--- config.mk ---
export PLATFORM = sky130hd
export DESIGN_NAME = csbr_sysbus
export DESIGN_NICKNAME = d
export VERILOG_FILES = /design/src/csbr_pkg.sv /design/src/csbr_id_if.sv /design/src/csbr_sysbus.sv /design/src/csbr_id_decode.sv /design/src/csbr_rx_check.sv
export SDC_FILE = /design/constraint.sdc
export NUM_CORES = 1
export LEC_CHECK = 0
export ABC_CLOCK_PERIOD_IN_PS = 5900
export BUFFER_PORTS_ARGS = -buffer_cell sky130_fd_sc_hd__buf_2
export CELL_PAD_IN_SITES_DETAIL_PLACEMENT = 0
export CELL_PAD_IN_SITES_GLOBAL_PLACEMENT = 2
export CORE_ASPECT_RATIO = 2
export CORE_UTILIZATION = 25
export CTS_BUF_LIST = sky130_fd_sc_hd__clkbuf_16
export DETAILED_ROUTE_END_ITERATION = 8
export PLACE_DENSITY = 0.84
export SYNTH_ARGS = -nofsm -noshare
export SYNTH_HDL_FRONTEND = slang
export SYNTH_HIERARCHICAL = 1
export SYNTH_SLANG_ARGS = --single-unit
--- constraint.sdc ---
create_clock -name core_clk_i -period 5.9 [get_ports core_clk_i]
set_input_delay 1.18 -clock core_clk_i [delete_from_list [all_inputs] [get_ports core_clk_i]]
set_output_delay 1.18 -clock core_clk_i [all_outputs]
set_load 0.01 [all_outputs]
--- src/csbr_pkg.sv ---
// Shared constants, types and helpers for the CPU system bus read/write port
package csbr_pkg;
  localparam int AD_W = 64;
  localparam int CHK_W = 8;
  localparam int CMD_W = 9;
  localparam int PA_W = 36;
  localparam int ZERO_W = 28;
  localparam int CNT_W = 5;
  localparam int ACCEPT_DELAY = 2;
  // Command and data identifier bit positions
  localparam int CMD_TYPE_BIT = 8;
  localparam int ID_LAST_BIT = 7;
  localparam int ID_RESP_BIT = 6;
  localparam int ID_ERR_BIT = 5;
  localparam int ID_NOCHK_BIT = 4;
  localparam logic TYPE_COMMAND = 1'h0;
  localparam logic TYPE_DATA = 1'h1;
  localparam logic [2:0] REQ_READ = 3'h0;
  localparam logic [2:0] REQ_READ_WFWD = 3'h1;
  localparam logic [2:0] REQ_WRITE = 3'h2;
  localparam logic [1:0] ATTR_BLOCK = 2'h2;
  localparam logic [1:0] ATTR_DWORD = 2'h3;
  localparam logic [2:0] CS_INVALID = 3'h0;
  localparam logic [2:0] CS_CLEAN_EXCL = 3'h4;
  localparam logic [2:0] CS_DIRTY_EXCL = 3'h5;
  localparam logic [2:0] CS_SHARED = 3'h6;
  localparam logic [2:0] CS_DIRTY_SHARED = 3'h7;
  localparam logic [CNT_W-1:0] BLK_DWORDS_BASE = 5'h02;
  localparam logic [CNT_W-1:0] ONE_DWORD = 5'h01;
  localparam logic [AD_W-1:0] AD_ZERO = 64'h0;
  localparam logic [ZERO_W-1:0] UPPER_ZERO = 28'h0;

  typedef enum logic [2:0] {
    ST_IDLE = 3'b000,
    ST_RD_WAIT = 3'b001,
    ST_TURN = 3'b010,
    ST_WR_DATA = 3'b011,
    ST_WR_END = 3'b100
  } csbr_state_t;

  // Even parity per byte lane
  function automatic logic [CHK_W-1:0] csbr_lane_parity(input logic [AD_W-1:0] d);
    logic [CHK_W-1:0] p;
    p = '0;
    for (int i = 0; i < CHK_W; i++) begin
      p[i] = ^d[i*8 +: 8];
    end
    return p;
  endfunction : csbr_lane_parity

  function automatic logic [CMD_W-1:0] csbr_make_cmd(input logic [2:0] req,
                                                     input logic [1:0] attr,
                                                     input logic [2:0] low);
    return {TYPE_COMMAND, req, attr, low};
  endfunction : csbr_make_cmd
endpackage : csbr_pkg

--- src/csbr_id_if.sv ---
// Decoded fields of an incoming data identifier
`timescale 1ns/10ps
interface csbr_id_if;
  logic is_data;
  logic last;
  logic response;
  logic error;
  logic no_check;
  logic [2:0] cache_state;
  modport dec (output is_data, last, response, error, no_check, cache_state);
  modport use_side (input is_data, last, response, error, no_check, cache_state);
endinterface : csbr_id_if

--- src/csbr_sysbus.sv ---
// CPU-side system bus port: issues reads and writes, returns read data
`timescale 1ns/10ps
module csbr_sysbus
  import csbr_pkg::*;
(
  input wire logic core_clk_i,                       // System clock
  input wire logic reset_i,                          // Async reset, active high
  input wire logic req_valid_i,                      // Request pending
  input wire logic req_write_i,                      // 1 write, 0 read
  input wire logic req_block_i,                      // 1 block, 0 doubleword or less
  input wire logic [2:0] req_size_i,                 // Block length or bytes minus one
  input wire logic [PA_W-1:0] req_addr_i,            // Physical address
  output logic req_ready_o,                          // Request taken this cycle
  input wire logic [AD_W-1:0] wr_data_i,             // Write data
  input wire logic wr_valid_i,                       // Write data present
  output logic wr_ready_o,                           // Write data taken
  output logic [AD_W-1:0] rd_data_o,                 // Read data
  output logic rd_valid_o,                           // Read data pulse
  output logic rd_last_o,                            // Final element of read
  output logic rd_bus_error_o,                       // Agent flagged error
  output logic rd_check_error_o,                     // Check or parity fault
  output logic [2:0] rd_cache_state_o,               // Returned cache state
  input wire logic [AD_W-1:0] addr_data_bus_i,       // Bus in
  output logic [AD_W-1:0] addr_data_bus_o,           // Bus out
  output logic addr_data_bus_oe_o,                   // Bus drive enable
  input wire logic [CHK_W-1:0] addr_data_check_bits_i, // Check bits in
  output logic [CHK_W-1:0] addr_data_check_bits_o,   // Check bits out
  output logic addr_data_check_bits_oe_o,            // Check bits drive enable
  input wire logic [CMD_W-1:0] command_bus_i,        // Command in
  output logic [CMD_W-1:0] command_bus_o,            // Command out
  output logic command_bus_oe_o,                     // Command drive enable
  input wire logic command_parity_bit_i,             // Parity in
  output logic command_parity_bit_o,                 // Parity out
  output logic command_parity_bit_oe_o,              // Parity drive enable
  output logic cpu_valid_out_o,                      // CPU drives valid cycle
  input wire logic agent_valid_in_i,                 // Agent drives valid cycle
  input wire logic read_accept_i,                    // Agent can take a read
  input wire logic write_accept_i,                   // Agent can take a write
  output logic release_o                             // Bus released next clock
);

  ////////////////////////////////////////////////////////////////////////////
  // State and accept pipelines

  csbr_state_t state;
  logic rd_acc_q1;
  logic rd_acc_q2;
  logic wr_acc_q1;
  logic wr_acc_q2;
  logic bus_oe;
  logic [CNT_W-1:0] wr_left;
  logic rd_ok;
  logic wr_ok;
  logic take_req;
  logic take_wr;
  logic rx_hit;
  logic data_bad;
  logic cmd_bad;
  logic [AD_W-1:0] next_bus_data;
  logic [CMD_W-1:0] next_bus_cmd;
  logic [CMD_W-1:0] req_cmd;
  logic [CNT_W-1:0] req_count;
  logic wr_last;

  csbr_id_if id_f ();

  csbr_id_decode u_id_decode (
    .cmd_i(command_bus_i),
    .id(id_f)
  );

  csbr_rx_check u_rx_check (
    .data_i(addr_data_bus_i),
    .check_i(addr_data_check_bits_i),
    .cmd_i(command_bus_i),
    .parity_i(command_parity_bit_i),
    .data_bad_o(data_bad),
    .cmd_bad_o(cmd_bad)
  );

  // Accept inputs are sampled twice, so a change acts two clocks later
  always_ff @(posedge core_clk_i or posedge reset_i) begin
    if (reset_i) begin
      rd_acc_q1 <= 1'b0;
      rd_acc_q2 <= 1'b0;
      wr_acc_q1 <= 1'b0;
      wr_acc_q2 <= 1'b0;
    end else begin
      rd_acc_q1 <= read_accept_i;
      rd_acc_q2 <= rd_acc_q1;
      wr_acc_q1 <= write_accept_i;
      wr_acc_q2 <= wr_acc_q1;
    end
  end

  assign rd_ok = rd_acc_q2;
  assign wr_ok = wr_acc_q2;
  assign req_ready_o = (state == ST_IDLE) && (req_write_i ? wr_ok : rd_ok);
  assign take_req = req_valid_i && req_ready_o;
  assign wr_ready_o = (state == ST_WR_DATA);
  assign take_wr = wr_valid_i && wr_ready_o;
  assign wr_last = (wr_left == ONE_DWORD);
  // Any valid-in data response cycle in ST_RD_WAIT is accepted; the agent sets the pace
  assign rx_hit = (state == ST_RD_WAIT) && agent_valid_in_i && id_f.is_data
                  && id_f.response;

  ////////////////////////////////////////////////////////////////////////////
  // Command encoding

  always_comb begin
    req_cmd = csbr_make_cmd(req_write_i ? REQ_WRITE : REQ_READ,
                            req_block_i ? ATTR_BLOCK : ATTR_DWORD,
                            req_block_i ? {1'b0, req_size_i[1:0]}
                                        : req_size_i);
    // Block of 4<<n words is 2<<n doublewords
    req_count = req_block_i ? (BLK_DWORDS_BASE << req_size_i[1:0]) : ONE_DWORD;
  end

  always_comb begin
    next_bus_data = AD_ZERO;
    next_bus_cmd = '0;
    if (state == ST_IDLE && take_req) begin
      next_bus_data = {UPPER_ZERO, req_addr_i};
      next_bus_cmd = req_cmd;
    end else if (take_wr) begin
      next_bus_data = wr_data_i;
      next_bus_cmd = {TYPE_DATA, ~wr_last, 1'b1, 1'b0, 1'b0, 4'h0};
    end
  end

  ////////////////////////////////////////////////////////////////////////////
  // Bus drive, registered at the pins

  always_ff @(posedge core_clk_i or posedge reset_i) begin
    if (reset_i) begin
      addr_data_bus_o <= AD_ZERO;
      addr_data_check_bits_o <= '0;
      command_bus_o <= '0;
      command_parity_bit_o <= 1'b0;
    end else begin
      addr_data_bus_o <= next_bus_data;
      addr_data_check_bits_o <= csbr_lane_parity(next_bus_data);
      command_bus_o <= next_bus_cmd;
      command_parity_bit_o <= ^next_bus_cmd;
    end
  end

  always_ff @(posedge core_clk_i or posedge reset_i) begin
    if (reset_i) begin
      cpu_valid_out_o <= 1'b0;
      release_o <= 1'b0;
    end else begin
      cpu_valid_out_o <= (state == ST_IDLE && take_req) || take_wr;
      // Release rides with the read command; buses float next clock
      release_o <= (state == ST_IDLE) && take_req && !req_write_i;
    end
  end

  always_ff @(posedge core_clk_i or posedge reset_i) begin
    if (reset_i) begin
      bus_oe <= 1'b1;
    end else if (release_o) begin
      bus_oe <= 1'b0;
    end else if (state == ST_TURN) begin
      bus_oe <= 1'b1;
    end
  end

  assign addr_data_bus_oe_o = bus_oe;
  assign addr_data_check_bits_oe_o = bus_oe;
  assign command_bus_oe_o = bus_oe;
  assign command_parity_bit_oe_o = bus_oe;

  ////////////////////////////////////////////////////////////////////////////
  // Transaction sequencing

  always_ff @(posedge core_clk_i or posedge reset_i) begin
    if (reset_i) begin
      state <= ST_IDLE;
    end else begin
      unique case (state)
        ST_IDLE: begin
          if (take_req) begin
            state <= req_write_i ? ST_WR_DATA : ST_RD_WAIT;
          end
        end
        ST_RD_WAIT: begin
          // Errors do not end the read; only the last identifier does
          if (rx_hit && id_f.last) begin
            state <= ST_TURN;
          end
        end
        ST_TURN: begin
          state <= ST_IDLE;
        end
        ST_WR_DATA: begin
          if (take_wr && wr_last) begin
            state <= ST_WR_END;
          end
        end
        ST_WR_END: begin
          state <= ST_IDLE;
        end
        default: begin
          state <= ST_IDLE;
        end
      endcase
    end
  end

  always_ff @(posedge core_clk_i or posedge reset_i) begin
    if (reset_i) begin
      wr_left <= '0;
    end else if (state == ST_IDLE && take_req) begin
      wr_left <= req_count;
    end else if (take_wr) begin
      wr_left <= wr_left - ONE_DWORD;
    end
  end

  ////////////////////////////////////////////////////////////////////////////
  // Read return capture

  always_ff @(posedge core_clk_i or posedge reset_i) begin
    if (reset_i) begin
      rd_data_o <= AD_ZERO;
      rd_valid_o <= 1'b0;
      rd_last_o <= 1'b0;
      rd_bus_error_o <= 1'b0;
      rd_check_error_o <= 1'b0;
      rd_cache_state_o <= CS_INVALID;
    end else begin
      rd_valid_o <= rx_hit;
      if (rx_hit) begin
        rd_data_o <= addr_data_bus_i;
        rd_last_o <= id_f.last;
        rd_bus_error_o <= id_f.error;
        rd_check_error_o <= (data_bad && !id_f.no_check) || cmd_bad;
        rd_cache_state_o <= id_f.cache_state;
      end
    end
  end

  ////////////////////////////////////////////////////////////////////////////
  // Checks

  a_upper_zero: assert property (@(posedge core_clk_i) disable iff (reset_i)
    cpu_valid_out_o && !command_bus_o[CMD_TYPE_BIT] |-> addr_data_bus_o[AD_W-1:PA_W] == '0)
    else $error("address phase upper bits not zero");

  a_check_bits: assert property (@(posedge core_clk_i) disable iff (reset_i)
    bus_oe |-> addr_data_check_bits_o == csbr_lane_parity(addr_data_bus_o))
    else $error("outgoing check bits wrong");

  a_cmd_parity: assert property (@(posedge core_clk_i) disable iff (reset_i)
    bus_oe |-> command_parity_bit_o == ^command_bus_o)
    else $error("command parity not even");

  a_idle_quiet: assert property (@(posedge core_clk_i) disable iff (reset_i)
    bus_oe && !cpu_valid_out_o |-> addr_data_bus_o == AD_ZERO && command_bus_o == '0)
    else $error("bus carries content outside a valid cycle");

  a_read_gate: assert property (@(posedge core_clk_i) disable iff (reset_i)
    take_req && !req_write_i |-> $past(read_accept_i, 2))
    else $error("read issued without accept two clocks back");

  a_release_float: assert property (@(posedge core_clk_i) disable iff (reset_i)
    release_o |-> bus_oe ##1 !bus_oe)
    else $error("release not followed by tri-state");

  a_release_cmd: assert property (@(posedge core_clk_i) disable iff (reset_i)
    release_o |-> cpu_valid_out_o && command_bus_o[7:5] == REQ_READ)
    else $error("release without read command");

  a_write_valid: assert property (@(posedge core_clk_i) disable iff (reset_i)
    take_wr |=> cpu_valid_out_o && command_bus_o[CMD_TYPE_BIT] && bus_oe)
    else $error("write data without valid-out");

  a_rx_capture: assert property (@(posedge core_clk_i) disable iff (reset_i)
    rx_hit |=> rd_valid_o && rd_data_o == $past(addr_data_bus_i))
    else $error("read return not captured");

  a_last_turn: assert property (@(posedge core_clk_i) disable iff (reset_i)
    rd_valid_o && rd_last_o |-> state == ST_TURN ##1 bus_oe)
    else $error("last element did not end the read");

  a_err_flag: assert property (@(posedge core_clk_i) disable iff (reset_i)
    rd_valid_o |-> rd_bus_error_o == $past(command_bus_i[ID_ERR_BIT]))
    else $error("bus error flag mismatch");

  a_wr_id_fields: assert property (@(posedge core_clk_i) disable iff (reset_i)
    take_wr |=> command_bus_o[ID_RESP_BIT] && !command_bus_o[ID_ERR_BIT])
    else $error("write data identifier fields wrong");

  a_wr_last_id: assert property (@(posedge core_clk_i) disable iff (reset_i)
    take_wr |=> command_bus_o[ID_LAST_BIT] == !$past(wr_last))
    else $error("write word last marking wrong");

  a_write_hold: assert property (@(posedge core_clk_i) disable iff (reset_i)
    take_req && req_write_i |=> !release_o && bus_oe)
    else $error("write released the bus");

  a_refuse_quiet: assert property (@(posedge core_clk_i) disable iff (reset_i)
    state == ST_IDLE && !take_req |=> !cpu_valid_out_o)
    else $error("command shown without an accepted request");

  a_rx_last: assert property (@(posedge core_clk_i) disable iff (reset_i)
    rx_hit |=> rd_last_o == !$past(command_bus_i[ID_LAST_BIT]))
    else $error("last flag of read return wrong");

  a_rx_state: assert property (@(posedge core_clk_i) disable iff (reset_i)
    rx_hit |=> rd_cache_state_o == $past(command_bus_i[2:0]))
    else $error("cache state of read return wrong");

endmodule : csbr_sysbus

--- src/csbr_id_decode.sv ---
// Field decoder for data identifiers arriving on the command bus
`timescale 1ns/10ps
module csbr_id_decode
  import csbr_pkg::*;
(
  input wire logic [CMD_W-1:0] cmd_i, // Incoming command bus
  csbr_id_if.dec id                   // Decoded identifier fields
);
  assign id.is_data = (cmd_i[CMD_TYPE_BIT] == TYPE_DATA);
  assign id.last = ~cmd_i[ID_LAST_BIT];
  assign id.response = ~cmd_i[ID_RESP_BIT];
  assign id.error = cmd_i[ID_ERR_BIT];
  assign id.no_check = cmd_i[ID_NOCHK_BIT];
  assign id.cache_state = cmd_i[2:0];
endmodule : csbr_id_decode

--- src/csbr_rx_check.sv ---
// Check-bit and command parity checker for incoming cycles
`timescale 1ns/10ps
module csbr_rx_check
  import csbr_pkg::*;
(
  input wire logic [AD_W-1:0] data_i,   // Incoming address/data
  input wire logic [CHK_W-1:0] check_i, // Incoming check bits
  input wire logic [CMD_W-1:0] cmd_i,   // Incoming command bus
  input wire logic parity_i,            // Incoming command parity
  output logic data_bad_o,              // Check bits mismatch
  output logic cmd_bad_o                // Command parity mismatch
);
  assign data_bad_o = (csbr_lane_parity(data_i) != check_i);
  assign cmd_bad_o = ((^cmd_i) != parity_i);
endmodule : csbr_rx_check

==> summary.md, run 1 <==
The run finished with clean final reports. Once detail routing completed, the nets flagged for antenna violations numbered 0. For the register-to-register setup slack, the log shows 3.02 ns. Cell chosen for the clock root: clkbuf_16.

The share of post-route cells with drive strength above 1 is 46.06%, and the met1 demand-to-capacity share in global routing is 13.80%. Synthesized instance count: 663. Cell leakage power: 5.290 nW. Of all flip-flops after synthesis, the portion carrying an async set or reset was 100.0%. The worst reg-to-reg path cell count came out at 9. The average routed wire per standard cell is 16.12 um. The type of element capturing the critical path is an output pin.

Setup violations remaining at the end of the flow were counted as 0. The run gives 4 as the level count of the clock H-tree. Once the clock tree was built, the setup fixing pass inserted 0 buffers. The number of warning messages in the yosys log is 6, and the total standard cell area after synthesis is 7969 sq um. The share of the Yosys chip area taken by registers is 52.46%. The required time at the worst-slack endpoint is 4.72 ns, and the number of endpoints with negative hold slack in the final report is 0. The run gives 1.92 ns as the worst endpoint data arrival time.

The number of placed instances, taps included, is 1407. The die is 128.2 um wide. The time the final worst path needs with I/O delays and setup works out to 3.101 ns. For the total cell area at the placement stage, the log shows 10080 sq um. During I/O placement, the number of pins put on the boundary was 355. Busiest layer in global routing: met2. Clock tree synthesis inserted a total of 17 buffers.

The die covers 32640 sq um. Summed over its instances, the top area cell type makes up 52.13% of the synthesized netlist area. Largest buffer count on any clock path: 2.

Once layout is done, the placed cells without fillers occupy 10640 sq um. For this run, the top clock speed supported by timing is 0.3225 GHz. The worst min-delay path category is reg -> reg. For the max-slew violation count, the log shows 0.

The critical register-to-register path endpoint is addr_data_check_bits_o[0]$_DFF_PP0_. Using the TritonRoute via totals, the vias-per-cell ratio works out to 4.275. The biggest area contributor in the post-synthesis netlist is dfrtp_1. For this configuration, the core starts out at a cell density of 25.36%. The first detailed-routing pass ran for 4 iterations. Power spread over the standard cell area amounts to 381.5 nW/um^2. After clock tree synthesis, the repair step resized 0 gates. The netlist uses 44 different library cells.

For this run, global-route usage on met2 was measured as 27.44%. The post-route DRC violation count is 0. For this run, the slowest stage of the critical path takes 0.24 ns.

The later pin in the worst-skew pair is clocked with a latency of 0.44 ns. The net total in the final layout was 1199. TritonCTS built the clock tree.

The run gives 23240 um as the wire length reported by the detailed router. The total overflow left after global routing is 0. The slowest cell on the critical path was nor4_2.

For the pin with the worst max-slew slack, the measured transition is 1.076 ns. The signal on the critical path passes through buf_2 -> mux2i_1 -> nor4_2 -> buf_2. The number of sinks handled by clock tree synthesis came out at 167. The number of global-route vias before repair is 6281, and the number of synthesized register bits is 167. The global-route usage over all layers was 14.35%. The cell with the most instances after synthesis is dfrtp_1. The mean post-synth cell area is 12.02 sq um, and the number of input and output port buffers inserted is 353.

The cell depth of the worst hold path came out at 0. The critical path in this run is classified as in -> out. The worst register-to-register path begins at state[1]$_DFFE_PP0P_. The number of enable-type register cells in the synthesized netlist works out to 0. Along the worst path, the maximum fanout reaches 5. For this run, the leading register cell type out of synthesis is dfrtp_1. The number of hold-repair buffers added at the cts stage is 0. The area growth from synthesis to final layout was 33.51%; the pin count of the biggest net entering global routing was 122. Highest ir drop seen on vdd: 181.1 uV.

The sequential cells in the finished layout cover a total of 4180 sq um. Setup repair after global routing left no endpoint under its margin. The total buffers and inverters traversed by the critical path was 2. The floorplan has 92 rows. The clock transition at the register clock pins on the worst setup and hold paths after CTS works out to 0.06 ns. After floorplanning, the core was sized to cover 31430 sq um. Sorting the synthesized cells by how often they occur yields dfrtp_1 (166), xnor2_1 (80), mux2_2 (68).

Global routing used 4.007% of the available met3 tracks. The most frequent cell on the critical path is buf_2. The die is 254.5 um tall. The initial antenna violation count is 5, and the detailed-placement wirelength estimate is 18060 um. Counting the fill cells in the layout gives 3262.

The worst hold path begins at wr_acc_q1$_DFF_PP0_. The worst hold path terminates at wr_acc_q2$_DFF_PP0_. The first global-routing pass estimated 34490 um of wire.

The final weighted congestion in routability-driven placement came out at 0.7736. The run gives 6165 as the count of vias placed by the detailed router. STA classifies the critical path startpoint as a primary input. The multi-input combinational cells in the finished layout cover a total of 3498 sq um. The tool flagged a number of max-cap violations equal to 0. The initial DRC count is 150, and the final worst clock skew is 0.01295 ns. The number of nets handed over by synthesis was 859. In the finished design, the share of the clock period the worst path needs comes to 52.56%.

On the critical path the largest part of the delay comes from buffers and inverters. The worst slew margin relative to its limit was 28.24%. Number of cells in the finished layout apart from fillers: 1442. By area the synthesized netlist is led by dfrtp_1 (52%), mux2_2 (9.6%), xnor2_1 (8.8%), a22o_1 (3.8%), a21oi_1 (3.7%). The setup TNS after final layout came out at 0 ns.
[cell type report]
type,instances,share of cell area [%]
sequential,167,39.29
multi-input combinational,447,32.88
timing repair buffer,358,17.08
tap,423,4.975
clock buffer,17,3.999
clock inverter,15,1.211
inverter,12,0.4939
antenna,3,0.07056
[state kept, by name (all words and copies together), names as in the netlist]
signal	count
command_parity_bit_o	1
rd_acc_q2	1
rd_last_o	1
wr_left	5
rd_data_o	64
rd_acc_q1	1
release_o	1
command_bus_o	8
state	3
wr_acc_q2	1
rd_check_error_o	1
cpu_valid_out_o	1
addr_data_bus_o	64
addr_data_check_bits_o	8
wr_acc_q1	1
rd_valid_o	1
addr_data_bus_oe_o	1
rd_bus_error_o	1
rd_cache_state_o	3
[layout by cell type (no fill, tap or decap), drive strengths merged, types with 2 or more instances in the layout]
cell type,netlist,routed
a21oi,59,59
a22o,35,35
a22oi,2,2
and2,32,32
buf,34,358
clkbuf,3,17
clkinv,0,8
clkinvlp,0,3
dfrtp,166,166
diode,0,3
ha,2,2
inv,12,15
mux2,68,68
nand2,14,14
nand2b,17,17
nand3b,2,2
nand4,3,3
nand4b,2,2
nor2,13,13
nor2b,37,37
nor3,2,2
nor4,2,2
o21ai,38,38
o221ai,2,2
xnor2,82,82
xnor3,6,6
xor2,22,22
[worst max path at each step]
stage                              start                             endpoint  cells after the start
detailed placement            wr_valid_i  addr_data_check_bits_o[0]$_DFF_PP0_                      8
CTS                          req_write_i                          req_ready_o                      4
global route        state[1]$_DFFE_PP0P_  addr_data_check_bits_o[0]$_DFF_PP0_                      9
finish                       req_write_i                          req_ready_o                      4
global placement              wr_valid_i  addr_data_check_bits_o[0]$_DFF_PP0_                      8
floorplan                        reset_i         addr_data_bus_o[0]$_DFF_PP0_                      1
[per-layer routing]
| layer | up-vias | part of all wire [%] |
|---|---|---|
| met3 | 36 | 6.3 |
| met5 | - | 0.11 |
| met4 | 4 | 3.0 |
| li1 | 2949 | - |
| met1 | 2943 | 34 |
| met2 | 233 | 56 |
[metrics by stage]
stage,hold slack (ns),power (mW),worst slack (ns),util (%)
floorplan,0.3312,2.442,0.2033,-
global placement,0.3425,3.014,2.482,32.07
detailed placement,0.3363,3.039,2.430,32.07
CTS,0.3504,4.153,2.786,33.83
global route,0.3697,4.318,2.742,33.85
finish,0.3492,4.059,2.799,33.85
[power by group]
part           internal, mW  switching, mW
Clock                 0.582          0.495
Combinational         0.653          0.697
Sequential             1.48          0.151
[cells by family after synthesis]
logic type / share of synthesized area [%]
muxes: 9.735
adders and majority gates: 0.3140
buffers and inverters: 3.721
other: 0.04706
DFF: 52.46
AOI/OAI and AO/OA: 10.61
xor gates and xnor gates: 13.47
and+or+nand+nor: 9.641
(Power assumes the default switching activity.)
==> run 2: changes to the inputs <==
--- a/config.mk
+++ b/config.mk
@@ -5,7 +5,8 @@
 export SDC_FILE = /design/constraint.sdc
 export NUM_CORES = 1
 export LEC_CHECK = 0
-export ABC_CLOCK_PERIOD_IN_PS = 5900
+export ABC_AREA = 1
+export ABC_CLOCK_PERIOD_IN_PS = 3000
 export BUFFER_PORTS_ARGS = -buffer_cell sky130_fd_sc_hd__buf_2
 export CELL_PAD_IN_SITES_DETAIL_PLACEMENT = 0
 export CELL_PAD_IN_SITES_GLOBAL_PLACEMENT = 2
@@ -13,7 +14,7 @@
 export CORE_UTILIZATION = 25
 export CTS_BUF_LIST = sky130_fd_sc_hd__clkbuf_16
 export DETAILED_ROUTE_END_ITERATION = 8
-export PLACE_DENSITY = 0.84
+export PLACE_DENSITY = 0.88
 export SYNTH_ARGS = -nofsm -noshare
 export SYNTH_HDL_FRONTEND = slang
 export SYNTH_HIERARCHICAL = 1
==> constraint.sdc (replaced) <==
create_clock -name core_clk_i -period 3 [get_ports core_clk_i]
set_input_delay 0.6 -clock core_clk_i [delete_from_list [all_inputs] [get_ports core_clk_i]]
set_output_delay 0.6 -clock core_clk_i [all_outputs]
set_load 0.01 [all_outputs]
==> run 2 against run 1 <==
Compared with the run above: power is 110% higher; count of clock-buffer cells in the layout unchanged; global-route usage is 2.0 points higher; worst setup slack got worse by 2.3 ns; critical path depth increased by 3; sequential power up 99%; register-to-register slack got worse by 2.2 ns; die area is 7.2% higher; area after synthesis increased by 7.3%; first-iteration DRC count rose by 89%; via count rose by 30%; largest power group unchanged; clock power is 120% higher.
==> summary.md, run 2 <==
The synthesized instance count is 1123 (was 663), and the total buffers and inverters traversed by the critical path is 4 (was 2). The adder-cell area share of the yosys netlist came out at 0.2926% (was 0.3140%). The startpoint type of the worst setup path is a register (was a primary input). The setup TNS after final layout was 0 ns (unchanged). Number of nets with antenna violations after detailed routing: 0 (unchanged). The type of element capturing the critical path is an output pin (unchanged). The max-slew violation count is 0 (unchanged), and the worst endpoint data arrival time is 1.85 ns (was 1.92 ns). The number of synthesized register bits is 167 (unchanged). For the post-synthesis net count, the log shows 1319 (was 859).

The run gives 6.888 nW (was 5.290 nW) as the cell leakage power. The detailed-placement wirelength estimate is 22040 um (was 18060 um), and the die boundary width is 132.8 um (was 128.2 um). The kind of critical path was reg -> out (was in -> out). The run gives 25.42% (was 25.36%) as the starting density of the core. The share of post-route cells with drive strength above 1 is 28.61% (was 46.06%), and the die extent in y is 263.6 um (was 254.5 um). Setup repair after global routing left no endpoint under its margin. The logs give 1879 (was 1407) for the number of instances in the placed design and 34 (was 44) for the distinct cell type count of the synthesized netlist. Number of top-level pins: 355 (unchanged). The cell accounting for the most synthesized area is dfrtp_1 (unchanged). The flow ran to the end, and the final reports show no timing, DRC or antenna violations.

Number of sinks handled by clock tree synthesis: 167 (unchanged). For the pin count of the biggest net entering global routing, the log shows 72 (was 122). The top fanout value on the critical path is 35 (was 5), and the xor/xnor share of the synthesized area is 7.491% (was 13.47%). The top-area cell type share of the netlist area is 48.57% (was 52.13%). The worst min-delay path category was in -> async (was reg -> reg). The tools report the layout filler cell count as 3637 (was 3262). TritonCTS built the clock tree.

The cell chosen for the clock root was clkbuf_16 (unchanged). Most instantiated cells after synthesis: nand2_1 (550), dfrtp_1 (166), inv_1 (125) (was dfrtp_1 (166), xnor2_1 (80), mux2_2 (68)). The number of cells in the finished layout apart from fillers is 1916 (was 1442), and the number of warning messages in the yosys log is 6 (unchanged).

The tools report the global-route usage over all layers as 16.35% (was 14.35%). The mean post-synth cell area was 7.615 sq um (was 12.02 sq um); the count of vias placed by the detailed router was 8005 (was 6165). Worst path cell trace: inv_1 -> nand2_1 -> nor2_2 -> buf_4 -> nand2_1 -> inv_1 -> buf_2 (was buf_2 -> mux2i_1 -> nor4_2 -> buf_2).

Total standard cell area after synthesis: 8552 sq um (was 7969 sq um). The fraction of registers with async set or reset after synthesis was 100.0% (unchanged). Most area-consuming cells after synthesis: dfrtp_1 (49%), nand2_1 (24%), inv_1 (5.5%), xnor2_1 (3.7%), nand4_1 (2.8%) (was dfrtp_1 (52%), mux2_2 (9.6%), xnor2_1 (8.8%), a22o_1 (3.8%), a21oi_1 (3.7%)). The average via count per standard cell came out at 4.178 (was 4.275). The cell with the most instances after synthesis is nand2_1 (was dfrtp_1). The run gives 0 (unchanged) as the max-capacitance violation count. The number of cells upsized or downsized after cts is 0 (unchanged), and the net total in the final layout is 1658 (was 1199). The run gives 95 (was 92) as the count of standard-cell rows. The post-route DRC violation count came out at 0 (unchanged). The slowest cell on the critical path was buf_4 (was nor4_2). For the clock latency of the later-clocked register in the worst-skew pair, the log shows 0.44 ns (about the same). For the number of endpoints with negative hold slack in the final report, the log shows 0 (unchanged). The simple-gate area share of the yosys netlist is 33.01% (was 9.640%). The most frequent standard cell in the layout excluding fill and tap cells is nand2_1 (was buf_2).

The run gives 0 (unchanged) as the total setup buffers inserted after CTS. Highest-count cells in the layout ignoring fill and taps: nand2_1 (550), buf_2 (353), dfrtp_1 (166) (was buf_2 (353), dfrtp_1 (166), xnor2_1 (80)). The initial DRC count is 283 (was 150).

The number of input and output port buffers inserted was 353 (unchanged); the largest buffer count on any clock path was 2 (unchanged). Worst slew margin relative to its limit: 50.33% (was 28.24%). Final weighted congestion in routability-driven placement: 0.8483 (was 0.7736). The largest stage delay on the critical path works out to 0.38 ns (was 0.24 ns). The overall overflow remaining after global route was 0 (unchanged). Registers with the highest flip-flop counts: addr_data_bus_o (64), rd_data_o (64) (unchanged). The largest family of logic cells by synthesized area is simple AND/OR/NAND/NOR gates (was XOR/XNOR gates). The logs give 4 (unchanged) for the level count of the clock H-tree and 48.88% (was 52.46%) for the sequential-to-total area share from yosys stat. The wire length reported by the detailed router is 27730 um (was 23240 um), and the number of global-route vias before repair is 8002 (was 6281). The run gives 0 (unchanged) as the final-report setup violation count.

For the post-route total power, the log shows 8.677 mW (was 4.059 mW). For the global-route wire length before repair, the log shows 43140 um (was 34490 um). The tools report the highest ir drop seen on vdd as 375.9 uV (was 181.1 uV). The initial antenna violation count was 6 (was 5); the multiplexer share of the synthesized area was 0% (was 9.735%). For the final worst clock skew, the log shows 0.01509 ns (was 0.01295 ns). Top cell family by delay on the critical path: buffers and inverters (unchanged). The required time at the worst-slack endpoint is 2.40 ns (was 4.72 ns), and the time the final worst path needs with I/O delays and setup is 2.452 ns. The transition time at the pin with the least slew margin was 0.7450 ns (was 1.076 ns); the core area was 33640 sq um (was 31430 sq um). The top flip-flop cell by instance count after synthesis is dfrtp_1 (unchanged). The total power divided by cell area is 761.6 nW/um^2 (was 381.5 nW/um^2), and the area of the die is 35000 sq um (was 32640 sq um).

The clock buffer count from CTS is 17 (unchanged), and the clock transition at the register clock pins on the worst setup and hold paths after CTS is 0.07 ns (was 0.06 ns). Number of hold-repair buffers added at the cts stage: 0 (unchanged). The number of enable-type register cells in the synthesized netlist works out to 0 (unchanged). The average routed wire per standard cell came out at 14.47 um (was 16.12 um). Derived from the worst setup path, the maximum achievable clock frequency is 0.4079 GHz. The area growth from synthesis to final layout is 33.23% (was 33.51%), and the number of iterations in the first detailed-routing pass is 4 (unchanged). The compound-gate portion of the synthesized area came out at 1.902% (was 10.61%). The share of the cycle needed by the critical path after routing is 81.72%.
run 2: worst register-to-register path: cells and delay by family (launching register included):
| family | cells | cell delay (ns) |
|---|---|---|
| flip-flops | 1 | 0.36 |
| AO/OA/AOI/OAI | 2 | 0.32 |
| buffers and inverters | 2 | 0.75 |
| AND/OR/NAND/NOR | 4 | 0.70 |
run 2: kinds of logic (layout without fill, tap and decap cells):
group,count (synthesis),count (layout)
compound gates,26,26
xor+xnor,68,68
fa+ha+maj,2,2
buf+inv,171,523
flops,167,167
other cells,1,6
simple gates,688,688
run 2: power by group:
group	internal, mW	switching (mW)
combinational	1.17	1.93
sequential	2.92	0.324
clock	1.38	0.957
run 2: layer usage:
metal  part of all wire [%]  global-route usage, %  vias to the layer above
met5                  0.043                      0                        -
met4                    2.7                  7.176                        2
li1                       -                      -                     4072
met2                     57                  32.22                      258
met3                    5.4                  4.102                       38
met1                     35                  15.45                     3635
run 2: final timing paths:
path / start / endpoint / slack [ns] / cells after the start
worst min register to register: rd_acc_q1$_DFF_PP0_ / rd_acc_q2$_DFF_PP0_ / 0.35 / 0
min in group core_clk_i: read_accept_i / rd_acc_q1$_DFF_PP0_ / 0.27 / 1
worst min-delay path: reset_i / rd_data_o[27]$_DFFE_PP0N_ / 0.19 / 2
max in group asynchronous: reset_i / addr_data_bus_o[44]$_DFF_PP0_ / 2.07 / 3
worst max-delay path: state[2]$_DFFE_PP0P_ / req_ready_o / 0.55 / 7
worst max register to register: state[2]$_DFFE_PP0P_ / state[1]$_DFFE_PP0P_ / 0.81 / 8
run 2: final cells by class:
class                      instances  area, sq um  share of cell area [%]
antenna                            5        12.51                  0.1098
clock buffer                      17        425.4                   3.734
tap                              436        545.5                   4.788
inverter                         127        480.5                   4.217
clock inverter                    15        187.7                   1.647
timing repair buffer             364         1899                   16.67
sequential                       167         4180                   36.69
multi-input combinational        785         3662                   32.14
run 2: metrics by stage:
step | util (%) | setup slack, ns | cell area (sq um) | hold slack [ns]
floorplan | - | 0.2741 | 8556 | 0.3312
global placement | 32.01 | 0.6415 | 10770 | 0.3345
detailed placement | 32.01 | 0.6348 | 10770 | 0.3364
CTS | 33.83 | 0.4635 | 11380 | 0.1662
global route | 33.87 | 0.3413 | 11390 | 0.1847
finish | 33.87 | 0.5483 | 11390 | 0.1926
